`src/logic/pwrseq_pkg.sv`:
```
// pwrseq_pkg: constants and carrier types of the handset power sequencer
// assumes one 20 MHz housekeeping clock shared by every user of these names
package pwrseq_pkg;

  // ----------------------------------------------------------------
  // clock and timing
  // ----------------------------------------------------------------
  localparam int CLK_HZ          = 20_000_000;
  localparam int DEBOUNCE_MS     = 20;   // key must stay steady this long
  localparam int HOLD_TIMEOUT_MS = 500;  // wait for keep-alive after release
  localparam int CNT_W           = 24;
  localparam int STEP_W          = 16;
  localparam logic [CNT_W-1:0] DEBOUNCE_CYCLES =
    CNT_W'((CLK_HZ / 1000) * DEBOUNCE_MS);
  localparam logic [CNT_W-1:0] HOLD_TIMEOUT_CYCLES =
    CNT_W'((CLK_HZ / 1000) * HOLD_TIMEOUT_MS);

  // ----------------------------------------------------------------
  // regulator indices and order
  // ----------------------------------------------------------------
  localparam int N_DEF = 4;                     // default-on regulators
  localparam logic [1:0] IDX_PERIPH  = 2'h0;
  localparam logic [1:0] IDX_CORE    = 2'h1;
  localparam logic [1:0] IDX_ANALOG  = 2'h2;
  localparam logic [1:0] IDX_REF_OSC = 2'h3;
  // power-up order, slot 0 first; power-down walks it backwards
  localparam logic [7:0] DEF_ON_ORDER = {IDX_REF_OSC, IDX_ANALOG, IDX_CORE, IDX_PERIPH};
  localparam logic [1:0] LAST_SLOT    = 2'h3;
  localparam logic [N_DEF-1:0] DEF_ALL_ON = 4'hF;
  localparam logic [N_DEF-1:0] DEF_ALL_OFF = 4'h0;

  // ----------------------------------------------------------------
  // carrier types
  // ----------------------------------------------------------------
  typedef struct packed {
    logic periph_supply;
    logic core_supply;
    logic analog_supply;
    logic ref_osc_supply;
    logic receiver_supply;
    logic transmitter_supply;
    logic camera_supply;
  } supply_en_t;

  typedef struct packed {
    logic receiver_supply;
    logic transmitter_supply;
    logic camera_supply;
  } opt_req_t;

endpackage

```
`src/logic/key_debounce.sv`:
```
// key_debounce: two-flop synchroniser plus steady-level filter for a pin
// assumes an active-low reset already synchronised to clk; idle level is high
`timescale 1ns/1ps
`default_nettype none
module key_debounce #(
  parameter logic [pwrseq_pkg::CNT_W-1:0] STABLE_CYCLES = pwrseq_pkg::DEBOUNCE_CYCLES
) (
  input  wire logic clk,
  input  wire logic rst_sync_n,
  input  wire logic raw_n,
  output logic      level_n
);

  // ----------------------------------------------------------------
  // synchroniser and filter
  // ----------------------------------------------------------------
  logic                         meta;
  logic                         sync;
  logic [pwrseq_pkg::CNT_W-1:0] count;
  wire                          differs = (sync != level_n);
  wire                          settled = (count >= STABLE_CYCLES - 1'b1);

  // meta is read only by sync
  always_ff @(posedge clk or negedge rst_sync_n) begin
    if (!rst_sync_n) begin
      meta <= 1'b1;
      sync <= 1'b1;
    end else begin
      meta <= raw_n;
      sync <= meta;
    end
  end

  // any bounce restarts the count, so a glitch never reaches level_n
  always_ff @(posedge clk or negedge rst_sync_n) begin
    if (!rst_sync_n) begin
      count   <= '0;
      level_n <= 1'b1;
    end else if (!differs) begin
      count <= '0;
    end else if (settled) begin
      count   <= '0;
      level_n <= sync;
    end else begin
      count <= count + 1'b1;
    end
  end

endmodule // key_debounce
`default_nettype wire

```
`src/logic/handset_power_sequencer.sv`:
```
// handset_power_sequencer: power-on and power-off sequencing of the supplies
// assumes a free-running ref_clk; key and keep-alive arrive asynchronously
`timescale 1ns/1ps
`default_nettype none
module handset_power_sequencer #(
  parameter logic [7:0]                   ON_ORDER       = pwrseq_pkg::DEF_ON_ORDER,
  parameter logic [pwrseq_pkg::CNT_W-1:0] DEBOUNCE_CYCLES = pwrseq_pkg::DEBOUNCE_CYCLES,
  parameter logic [pwrseq_pkg::CNT_W-1:0] HOLD_CYCLES    = pwrseq_pkg::HOLD_TIMEOUT_CYCLES
) (
  input  wire logic                          ref_clk,
  input  wire logic                          rst_n,
  input  wire logic                          power_key_sense_n,
  input  wire logic                          supply_keep_alive,
  input  wire logic [pwrseq_pkg::STEP_W-1:0] step_cycles,
  input  wire pwrseq_pkg::opt_req_t          opt_request,
  output logic                               poweron_reset_out_n,
  output pwrseq_pkg::supply_en_t             supplies
);

  // ----------------------------------------------------------------
  // reset release and input synchronisers
  // ----------------------------------------------------------------
  logic rst_meta_n;
  logic rst_sync_n;
  logic ka_meta;
  logic ka_sync;
  logic key_level_n;
  logic key_prev_n;

  always_ff @(posedge ref_clk or negedge rst_n) begin
    if (!rst_n) begin
      rst_meta_n <= 1'b0;
      rst_sync_n <= 1'b0;
    end else begin
      rst_meta_n <= 1'b1;
      rst_sync_n <= rst_meta_n;
    end
  end

  // keep-alive comes from the other chip; ka_meta feeds ka_sync only
  always_ff @(posedge ref_clk or negedge rst_sync_n) begin
    if (!rst_sync_n) begin
      ka_meta    <= 1'b0;
      ka_sync    <= 1'b0;
      key_prev_n <= 1'b1;
    end else begin
      ka_meta    <= supply_keep_alive;
      ka_sync    <= ka_meta;
      key_prev_n <= key_level_n;
    end
  end

  key_debounce #(
    .STABLE_CYCLES (DEBOUNCE_CYCLES)
  ) u_key (
    .clk        (ref_clk),
    .rst_sync_n (rst_sync_n),
    .raw_n      (power_key_sense_n),
    .level_n    (key_level_n)
  );

  // a press is the debounced falling edge, so a key still held after
  // power-off does not restart the handset at once
  wire key_press = key_prev_n & ~key_level_n;

  // ----------------------------------------------------------------
  // sequencer state
  // ----------------------------------------------------------------
  typedef enum logic [2:0] {
    ST_OFF, ST_ON_STEP, ST_RELEASE, ST_WAIT_HOLD, ST_RUN, ST_ASSERT_RST, ST_OFF_STEP
  } seq_state_t;

  seq_state_t                              state;
  seq_state_t                              next_state;
  logic [pwrseq_pkg::STEP_W-1:0]           timer;
  logic [pwrseq_pkg::STEP_W-1:0]           next_timer;
  logic [1:0]                              slot;
  logic [1:0]                              next_slot;
  logic [pwrseq_pkg::N_DEF-1:0]            def_en;
  logic [pwrseq_pkg::N_DEF-1:0]            next_def_en;
  logic [pwrseq_pkg::CNT_W-1:0]            hold_cnt;
  logic [pwrseq_pkg::CNT_W-1:0]            next_hold_cnt;
  logic                                    next_reset_n;
  logic [2:0]                              opt_en;
  logic [2:0]                              next_opt_en;

  // slot decode into regulator index, forward for on and backward for off
  wire [1:0] on_idx   = ON_ORDER[{slot, 1'b0} +: 2];
  wire [1:0] off_idx  = ON_ORDER[{pwrseq_pkg::LAST_SLOT - slot, 1'b0} +: 2];
  wire [pwrseq_pkg::N_DEF-1:0] on_mask  = pwrseq_pkg::N_DEF'(1) << on_idx;
  wire [pwrseq_pkg::N_DEF-1:0] off_mask = pwrseq_pkg::N_DEF'(1) << off_idx;
  wire tick       = (timer == '0);
  wire last_slot  = (slot == pwrseq_pkg::LAST_SLOT);
  wire hold_late  = (hold_cnt >= HOLD_CYCLES - 1'b1);

  // next-state logic; the step timer reloads on every step taken
  always_comb begin
    next_state    = state;
    next_timer    = tick ? timer : timer - 1'b1;
    next_slot     = slot;
    next_def_en   = def_en;
    next_hold_cnt = '0;
    unique case (state)
      ST_OFF: begin
        if (key_press) begin
          next_state = ST_ON_STEP;
          next_timer = step_cycles;
          next_slot  = 2'h0;
        end
      end
      ST_ON_STEP: begin
        if (tick) begin
          next_def_en = def_en | on_mask;
          next_timer  = step_cycles;
          next_slot   = slot + 1'b1;
          if (last_slot) begin
            next_state = ST_RELEASE;
          end
        end
      end
      ST_RELEASE: begin
        if (tick) begin
          next_state = ST_WAIT_HOLD;
        end
      end
      ST_WAIT_HOLD: begin
        next_hold_cnt = hold_cnt + 1'b1;
        if (ka_sync) begin
          next_state = ST_RUN;
        end else if (hold_late) begin
          next_state = ST_ASSERT_RST;
        end
      end
      ST_RUN: begin
        if (!ka_sync) begin
          next_state = ST_ASSERT_RST;
        end
      end
      ST_ASSERT_RST: begin
        next_state = ST_OFF_STEP;
        next_timer = step_cycles;
        next_slot  = 2'h0;
      end
      ST_OFF_STEP: begin
        if (tick) begin
          next_def_en = def_en & ~off_mask;
          next_timer  = step_cycles;
          next_slot   = slot + 1'b1;
          if (last_slot) begin
            next_state = ST_OFF;
          end
        end
      end
    endcase
  end

  // reset out is high only while the processor may run
  assign next_reset_n = (next_state == ST_WAIT_HOLD) || (next_state == ST_RUN);
  // optional supplies follow their requests only while running
  assign next_opt_en  = (next_state == ST_RUN) ? opt_request : 3'h0;

  always_ff @(posedge ref_clk or negedge rst_sync_n) begin
    if (!rst_sync_n) begin
      state               <= ST_OFF;
      timer               <= '0;
      slot                <= 2'h0;
      def_en              <= pwrseq_pkg::DEF_ALL_OFF;
      hold_cnt            <= '0;
      poweron_reset_out_n <= 1'b0;
      opt_en              <= 3'h0;
    end else begin
      state               <= next_state;
      timer               <= next_timer;
      slot                <= next_slot;
      def_en              <= next_def_en;
      hold_cnt            <= next_hold_cnt;
      poweron_reset_out_n <= next_reset_n;
      opt_en              <= next_opt_en;
    end
  end

  // ----------------------------------------------------------------
  // output mapping
  // ----------------------------------------------------------------
  assign supplies.periph_supply      = def_en[pwrseq_pkg::IDX_PERIPH];
  assign supplies.core_supply        = def_en[pwrseq_pkg::IDX_CORE];
  assign supplies.analog_supply      = def_en[pwrseq_pkg::IDX_ANALOG];
  assign supplies.ref_osc_supply     = def_en[pwrseq_pkg::IDX_REF_OSC];
  assign supplies.receiver_supply    = opt_en[2];
  assign supplies.transmitter_supply = opt_en[1];
  assign supplies.camera_supply      = opt_en[0];
endmodule // handset_power_sequencer
`default_nettype wire

```
`config.mk`:
```
export PLATFORM = sky130hd
export DESIGN_NAME = handset_power_sequencer
export DESIGN_NICKNAME = d
export VERILOG_FILES = /design/src/logic/pwrseq_pkg.sv /design/src/logic/key_debounce.sv /design/src/logic/handset_power_sequencer.sv
export SDC_FILE = /design/constraint.sdc
export NUM_CORES = 1
export LEC_CHECK = 0
export ABC_AREA = 0
export BUFFER_PORTS_ARGS = -buffer_cell sky130_fd_sc_hd__buf_2
export CAP_MARGIN = 20
export CORE_UTILIZATION = 54
export CTS_BUF_LIST = sky130_fd_sc_hd__clkbuf_8
export DETAILED_ROUTE_END_ITERATION = 10
export PLACE_DENSITY = 0.73
export SYNTH_ARGS = -nofsm -noshare
export SYNTH_HDL_FRONTEND = slang
export SYNTH_SLANG_ARGS = --single-unit
```
`constraint.sdc`:
```
create_clock -name ref_clk -period 7.35 [get_ports ref_clk]
set_clock_uncertainty 0.2 [all_clocks]
set_input_delay 1.47 -clock ref_clk [delete_from_list [all_inputs] [get_ports ref_clk]]
set_output_delay 1.47 -clock ref_clk [all_outputs]
set_load 0.01 [all_outputs]
```
# After elaboration in Yosys (flattened, before gate mapping)
# Cells that the tools add are included.
[totals]
register_bits = 85
elab_cells = 79
output_inout_bits = 8
[classes]
add_sub_neg = 5
reduce_logical = 9
n_shift = 4
n_mux = 24
n_eq_ne = 14
bitwise_logic = 5
magnitude_cmp = 2
[ops]
columns = ["op", "count"]
rows = [
  ["$mux W24", 3],
  ["$add A24 B1 Y24 const B", 2],
  ["$mux W16", 3],
  ["$pmux W16 S3", 1],
  ["$mux W3", 10],
  ["$ge A24 B19 Y1 const B", 1],
  ["$ge A24 B24 Y1 const B", 1],
  ["$pmux W3 S7", 1],
  ["$logic_not A16 Y1", 1],
  ["$shiftx A8 B4 Y2 const A", 2],
  ["$sub A16 B1 Y16 const B", 1],
  ["$eq A3 B3 Y1 const B", 4],
  ["$eq A3 B2 Y1 const B", 3],
  ["$mux W4", 2],
  ["$pmux W4 S2", 1],
  ["$shl A1 B2 Y4 const A", 2],
  ["$ne A2 B2 Y1 const B", 3],
  ["$pmux W2 S3", 1],
  ["$reduce_and A3 Y1", 2],
  ["$and A4 B4 Y4", 1],
  ["$mux W2", 2],
  ["$not A4 Y4", 1],
  ["$or A4 B4 Y4", 1],
  ["$eq A3 B1 Y1 const B", 1],
  ["other kinds (13)", 13],
]

# Logic depth before layout (Yosys ltp)
[logic_depth]
word_depth = 7
mapped_depth = 9
mapped_depth_nobuf = 8

# By module
# From an unflattened synthesis, not the netlist that was laid out.
[hier_totals]
hier_cells = 431
area_unflattened_um2 = 4231.6
[modules_own_cells]
columns = ["module", "area_each_um2", "seq_area_each_um2", "cells_each", "n_inst"]
rows = [
  ["handset_power_sequencer", 3017.9, 1452.6, 323, 1],
  ["key_debounce", 1213.7, 679.4, 108, 1],
]

# Least setup slack after synthesis
# No wires, ideal clock.
[synth_path]
path_kind = "register to register"
from = "reg timer[2] in the netlist's numbering"
to = "reg timer[13] in the netlist's numbering"
path_stages_with_launch = 7
path_slack_ns = 4.823
t_arrival_ns = 2.200
period_less_slack_ns = 2.527
path_cell_list = "dfrtp_1 or4_4 a311oi_2 or3b_1 or3_1 xor2_1 o21ai_2"
[synth_between]
elab_chain_cells = 4
[synth_rtl]
columns = ["element", "line", "rtl"]
rows = [
  ["from (decl)", "handset_power_sequencer.sv:75", "logic [pwrseq_pkg::STEP_W-1:0] timer;"],
  ["from (signal assigned)", "handset_power_sequencer.sv:173", "timer <= next_timer;"],
  ["$sub A16 B1 Y16 / $logic_not A16 Y1 (equally long branches)", "handset_power_sequencer.sv:99, handset_power_sequencer.sv:92", ""],
  ["$mux W16", "handset_power_sequencer.sv:99", "next_timer = tick ? timer : timer - 1'b1;"],
  ["$mux W16, on equally long branches", "handset_power_sequencer.sv:112, handset_power_sequencer.sv:145, handset_power_sequencer.sv:105", ""],
  ["$pmux W16 S3 (*)", "handset_power_sequencer.sv:103", "unique case (state)"],
  ["named net next_timer (one bit)", "handset_power_sequencer.sv:76", "logic [pwrseq_pkg::STEP_W-1:0] next_timer;"],
]
# Mark *: on every way through the listed nets, which the timed path passes. The rest lies on a longest branch.
# A chain may end at the register's enable or synchronous reset.

# Final worst setup path
[layout_path]
from = "reg timer[0] in the netlist's numbering"
to = "reg opt_en[0]"
[layout_between]
elab_chain_cells = 5
[layout_rtl]
columns = ["element", "line", "rtl"]
rows = [
  ["$logic_not A16 Y1 (*)", "handset_power_sequencer.sv:92", "wire tick = (timer == '0);"],
  ["$mux W3, on equally long branches", "handset_power_sequencer.sv:145, handset_power_sequencer.sv:112, handset_power_sequencer.sv:122", ""],
  ["$pmux W3 S7 (*)", "handset_power_sequencer.sv:103", ""],
  ["$eq A3 B3 Y1 (*)", "handset_power_sequencer.sv:160", "assign next_opt_en = (next_state == ST_RUN) ? opt_request : 3'h0;"],
  ["$mux W3 (*)", "handset_power_sequencer.sv:160", ""],
  ["named net next_opt_en[0]", "handset_power_sequencer.sv:85", "logic [2:0] next_opt_en;"],
  ["to (signal assigned)", "handset_power_sequencer.sv:178", "opt_en <= next_opt_en;"],
  ["to (decl)", "handset_power_sequencer.sv:84", "logic [2:0] opt_en;"],
]
# Marks and branches as above.

==> results.md <==
- Maximum clock rate: 0.301 GHz
- Starting Density: 56.4%
- Clock Latency Late Sink: 350 ps
- MaxCap Viol Count: 0
- Worst vdd ir: 143 uV
- Final Core Density: 63.3%
- # DRC: 0
- Setup TNS: 0 ps
- Core area: 7330 sq um
- Initial antenna violation count: 0
- Vias in the first global route: 2951
- Outcome: finished clean
- Commonest non-fill, non-tap cell in the layout: dfrtp_1
- IO buf count: 30
- YS warnings: 0
- Routed vias: 3017
- Compound-Gate Fraction of Synth Area: 9.41%
- EDFF count, synth: 0
- Die Span Y: 89.5 um
- Yosys reg bits: 85
- Clock-pin slew on the worst setup and hold paths: 90 ps
- Total Wirelength: 7.45 mm
- Drt initial violations: 152
- Period utilization: 45.2%
- Mux contribution to synthesized area: 1.03%
- Slew @ Worst Pin: 945 ps
- Synth cell types: 55
- Post-route ant nets: 0
- Cell Rows: 31
- RSZ-0062 raised after global routing: no
- Worst EP required: 7440 ps
- Simple-gate portion of the synthesized area: 22.2%
- Reg2reg setup slack: 4030 ps
- Crit Path Max Fanout: 19
- First-pass GRT wire length: 12.5 mm
- Period minus WS final: 3320 ps
- Post-synth top flop: dfrtp_1
- Die width: 89.5 um
- Nets: 491
- Setup repair bufs after CTS: 0
- Maximum buffer depth of the clock tree: 2
- N_diodes: 0
- DP HPWL: 5.14 mm
- Cts repair resizes: 0
- Pwr per Cell Area: 277 nW/um^2
- Root buffer cell: clkbuf_8
- Final Slew Violations: 0
- Syn_area_per_cell: 9.69 sq um
- CP endpoint kind: flop
- Largest net degree at the start of global routing: 84
- Commonest cells after routing, fill and taps aside: dfrtp_1, nor2_1, nand2_1, xor2_1, buf_2
- Largest family of logic cells by synthesized area: simple AND/OR/NAND/NOR gates
- Syn-to-layout area delta: 12.1%
- Syn Inst Count: 427
- Sequential share of the synthesized area: 51.5%
- Synth Area in Adders: 2.42%
- Hold_buf cts: 0
- Tot GR Track Use: 20.5%
- R2r worst-path depth: 8
- Final setup vio count: 0
- Top-level I/O count: 31
- Critical Path Start Type: flop
- Leak: 1.96 nW
- DR vias/cell: 5.35
- Reg2Reg Capture Point: opt_en[0]$_DFF_PN0_
- CTS tree: built
- Hold Path Class: flop to asynchronous set/reset pin
- Worst r2r src: timer[0]$_DFF_PN0_
- CTS Buf Count: 9
- FFs w/ async S/R, synth: 100%
- Grt total ovfl: 0
- Routability cong.: 0.840
- Post-Synth XOR/XNOR Area: 11.0%
- Cell Area, Synth: 4140 sq um
- H-tree depth: 3
- Total clock sinks: 85
- Critical path arrival: 3410 ps
- Slew HR: 37.0%
- Worst setup path category: flop to flop
- Final hold violation count: 0
- Share of cells above drive strength 1: 13.1%
- DRT Pass-1 Iters: 4
- Avg WL per Cell: 13.2 um
- Die area: 8010 sq um
[worst max-delay path, stage by stage (launching register included)]
cell and delay [ps]:
dfrtp_1 400, inv_1 110, ha_1 150, nor4b_1 540
and4_1 710, a211oi_1 210, o22a_1 240, nor4_1 490
and2_1 200
[cells by family after synthesis]
kind of cell / Yosys count
adder cells (fa/ha/maj): 8
flip-flops: 85
XOR/XNOR: 52
multiplexers: 4
AO/OA/AOI/OAI: 60
other: 2
buffers and inverters: 23
AND/OR/NAND/NOR: 193
[per-layer routing]
metal	GRT usage, %	share of wire [%]	vias to the layer above
li1	-	-	1514
met1	25.0	45	1454
met2	35.0	50	39
met3	4.52	3.2	10
met4	8.95	1.3	0
met5	0	0	-
[flip-flops by register name, summed over array words and instances, names as in the netlist, 2 cells and up]
name and cells:
state 3, hold_cnt 24, timer 16, u_key.count 24
def_en 4, slot 2, opt_en 3
[final cells by class]
type / instances / area, sq um
clock inverters: 5 / 81.3
well taps: 99 / 124
repair buffers: 31 / 178
fillers: 588 / 2690
inverters: 10 / 37.5
clock buffers: 11 / 151
multi-input cells: 323 / 1930
flip-flops and latches: 85 / 2140
[metrics by stage]
step | hold slack [ps] | setup slack (ps) | area, sq um | power [mW] | instances
after floorplan | 131 | 4610 | 4150 | 0.837 | 431
after global placement | 137 | 4190 | 4380 | 0.899 | 547
after detailed placement | 139 | 4050 | 4380 | 0.915 | 547
after CTS | 159 | 4010 | 4610 | 1.30 | 563
after global routing | 129 | 3720 | 4640 | 1.36 | 564
final | 84.2 | 4030 | 4640 | 1.29 | 564
[cell usage after synthesis, drive strengths merged (6+ instances only)]
| master | count | share of area [%] |
|---|---|---|
| dfrtp | 81 | 49 |
| nor2 | 69 | 6.3 |
| nand2 | 49 | 4.4 |
| xor2 | 32 | 6.8 |
| o21ai | 21 | 2.6 |
| xnor2 | 20 | 4.2 |
| nand3 | 19 | 2.3 |
| a21oi | 11 | 1.3 |
| clkbuf | 11 | 1.0 |
| inv | 10 | 0.91 |
| ha | 8 | 2.4 |
| nand4 | 8 | 1.2 |
| nor3 | 6 | 0.73 |
| or3 | 6 | 0.94 |
[worst max-delay path by stage]
stage / end / cells after the start / start
floorplan: def_en[0]$_DFFE_PN0P_ / 0 / rst_sync_n$_DFF_PN0_
global placement: opt_en[0]$_DFF_PN0_ / 8 / timer[0]$_DFF_PN0_
detailed placement: opt_en[0]$_DFF_PN0_ / 8 / timer[0]$_DFF_PN0_
CTS: opt_en[0]$_DFF_PN0_ / 8 / timer[0]$_DFF_PN0_
global route: poweron_reset_out_n$_DFF_PN0_ / 8 / timer[0]$_DFF_PN0_
finish: opt_en[0]$_DFF_PN0_ / 8 / timer[0]$_DFF_PN0_
[power by group]
part	leakage (nW)	switching, mW	internal, mW
logic	0.735	0.157	0.131
registers	1.11	0.0815	0.539
clock network	0.116	0.167	0.211
total	1.96	0.405	0.880
Note: power is estimated with default switching activity, not from simulation.
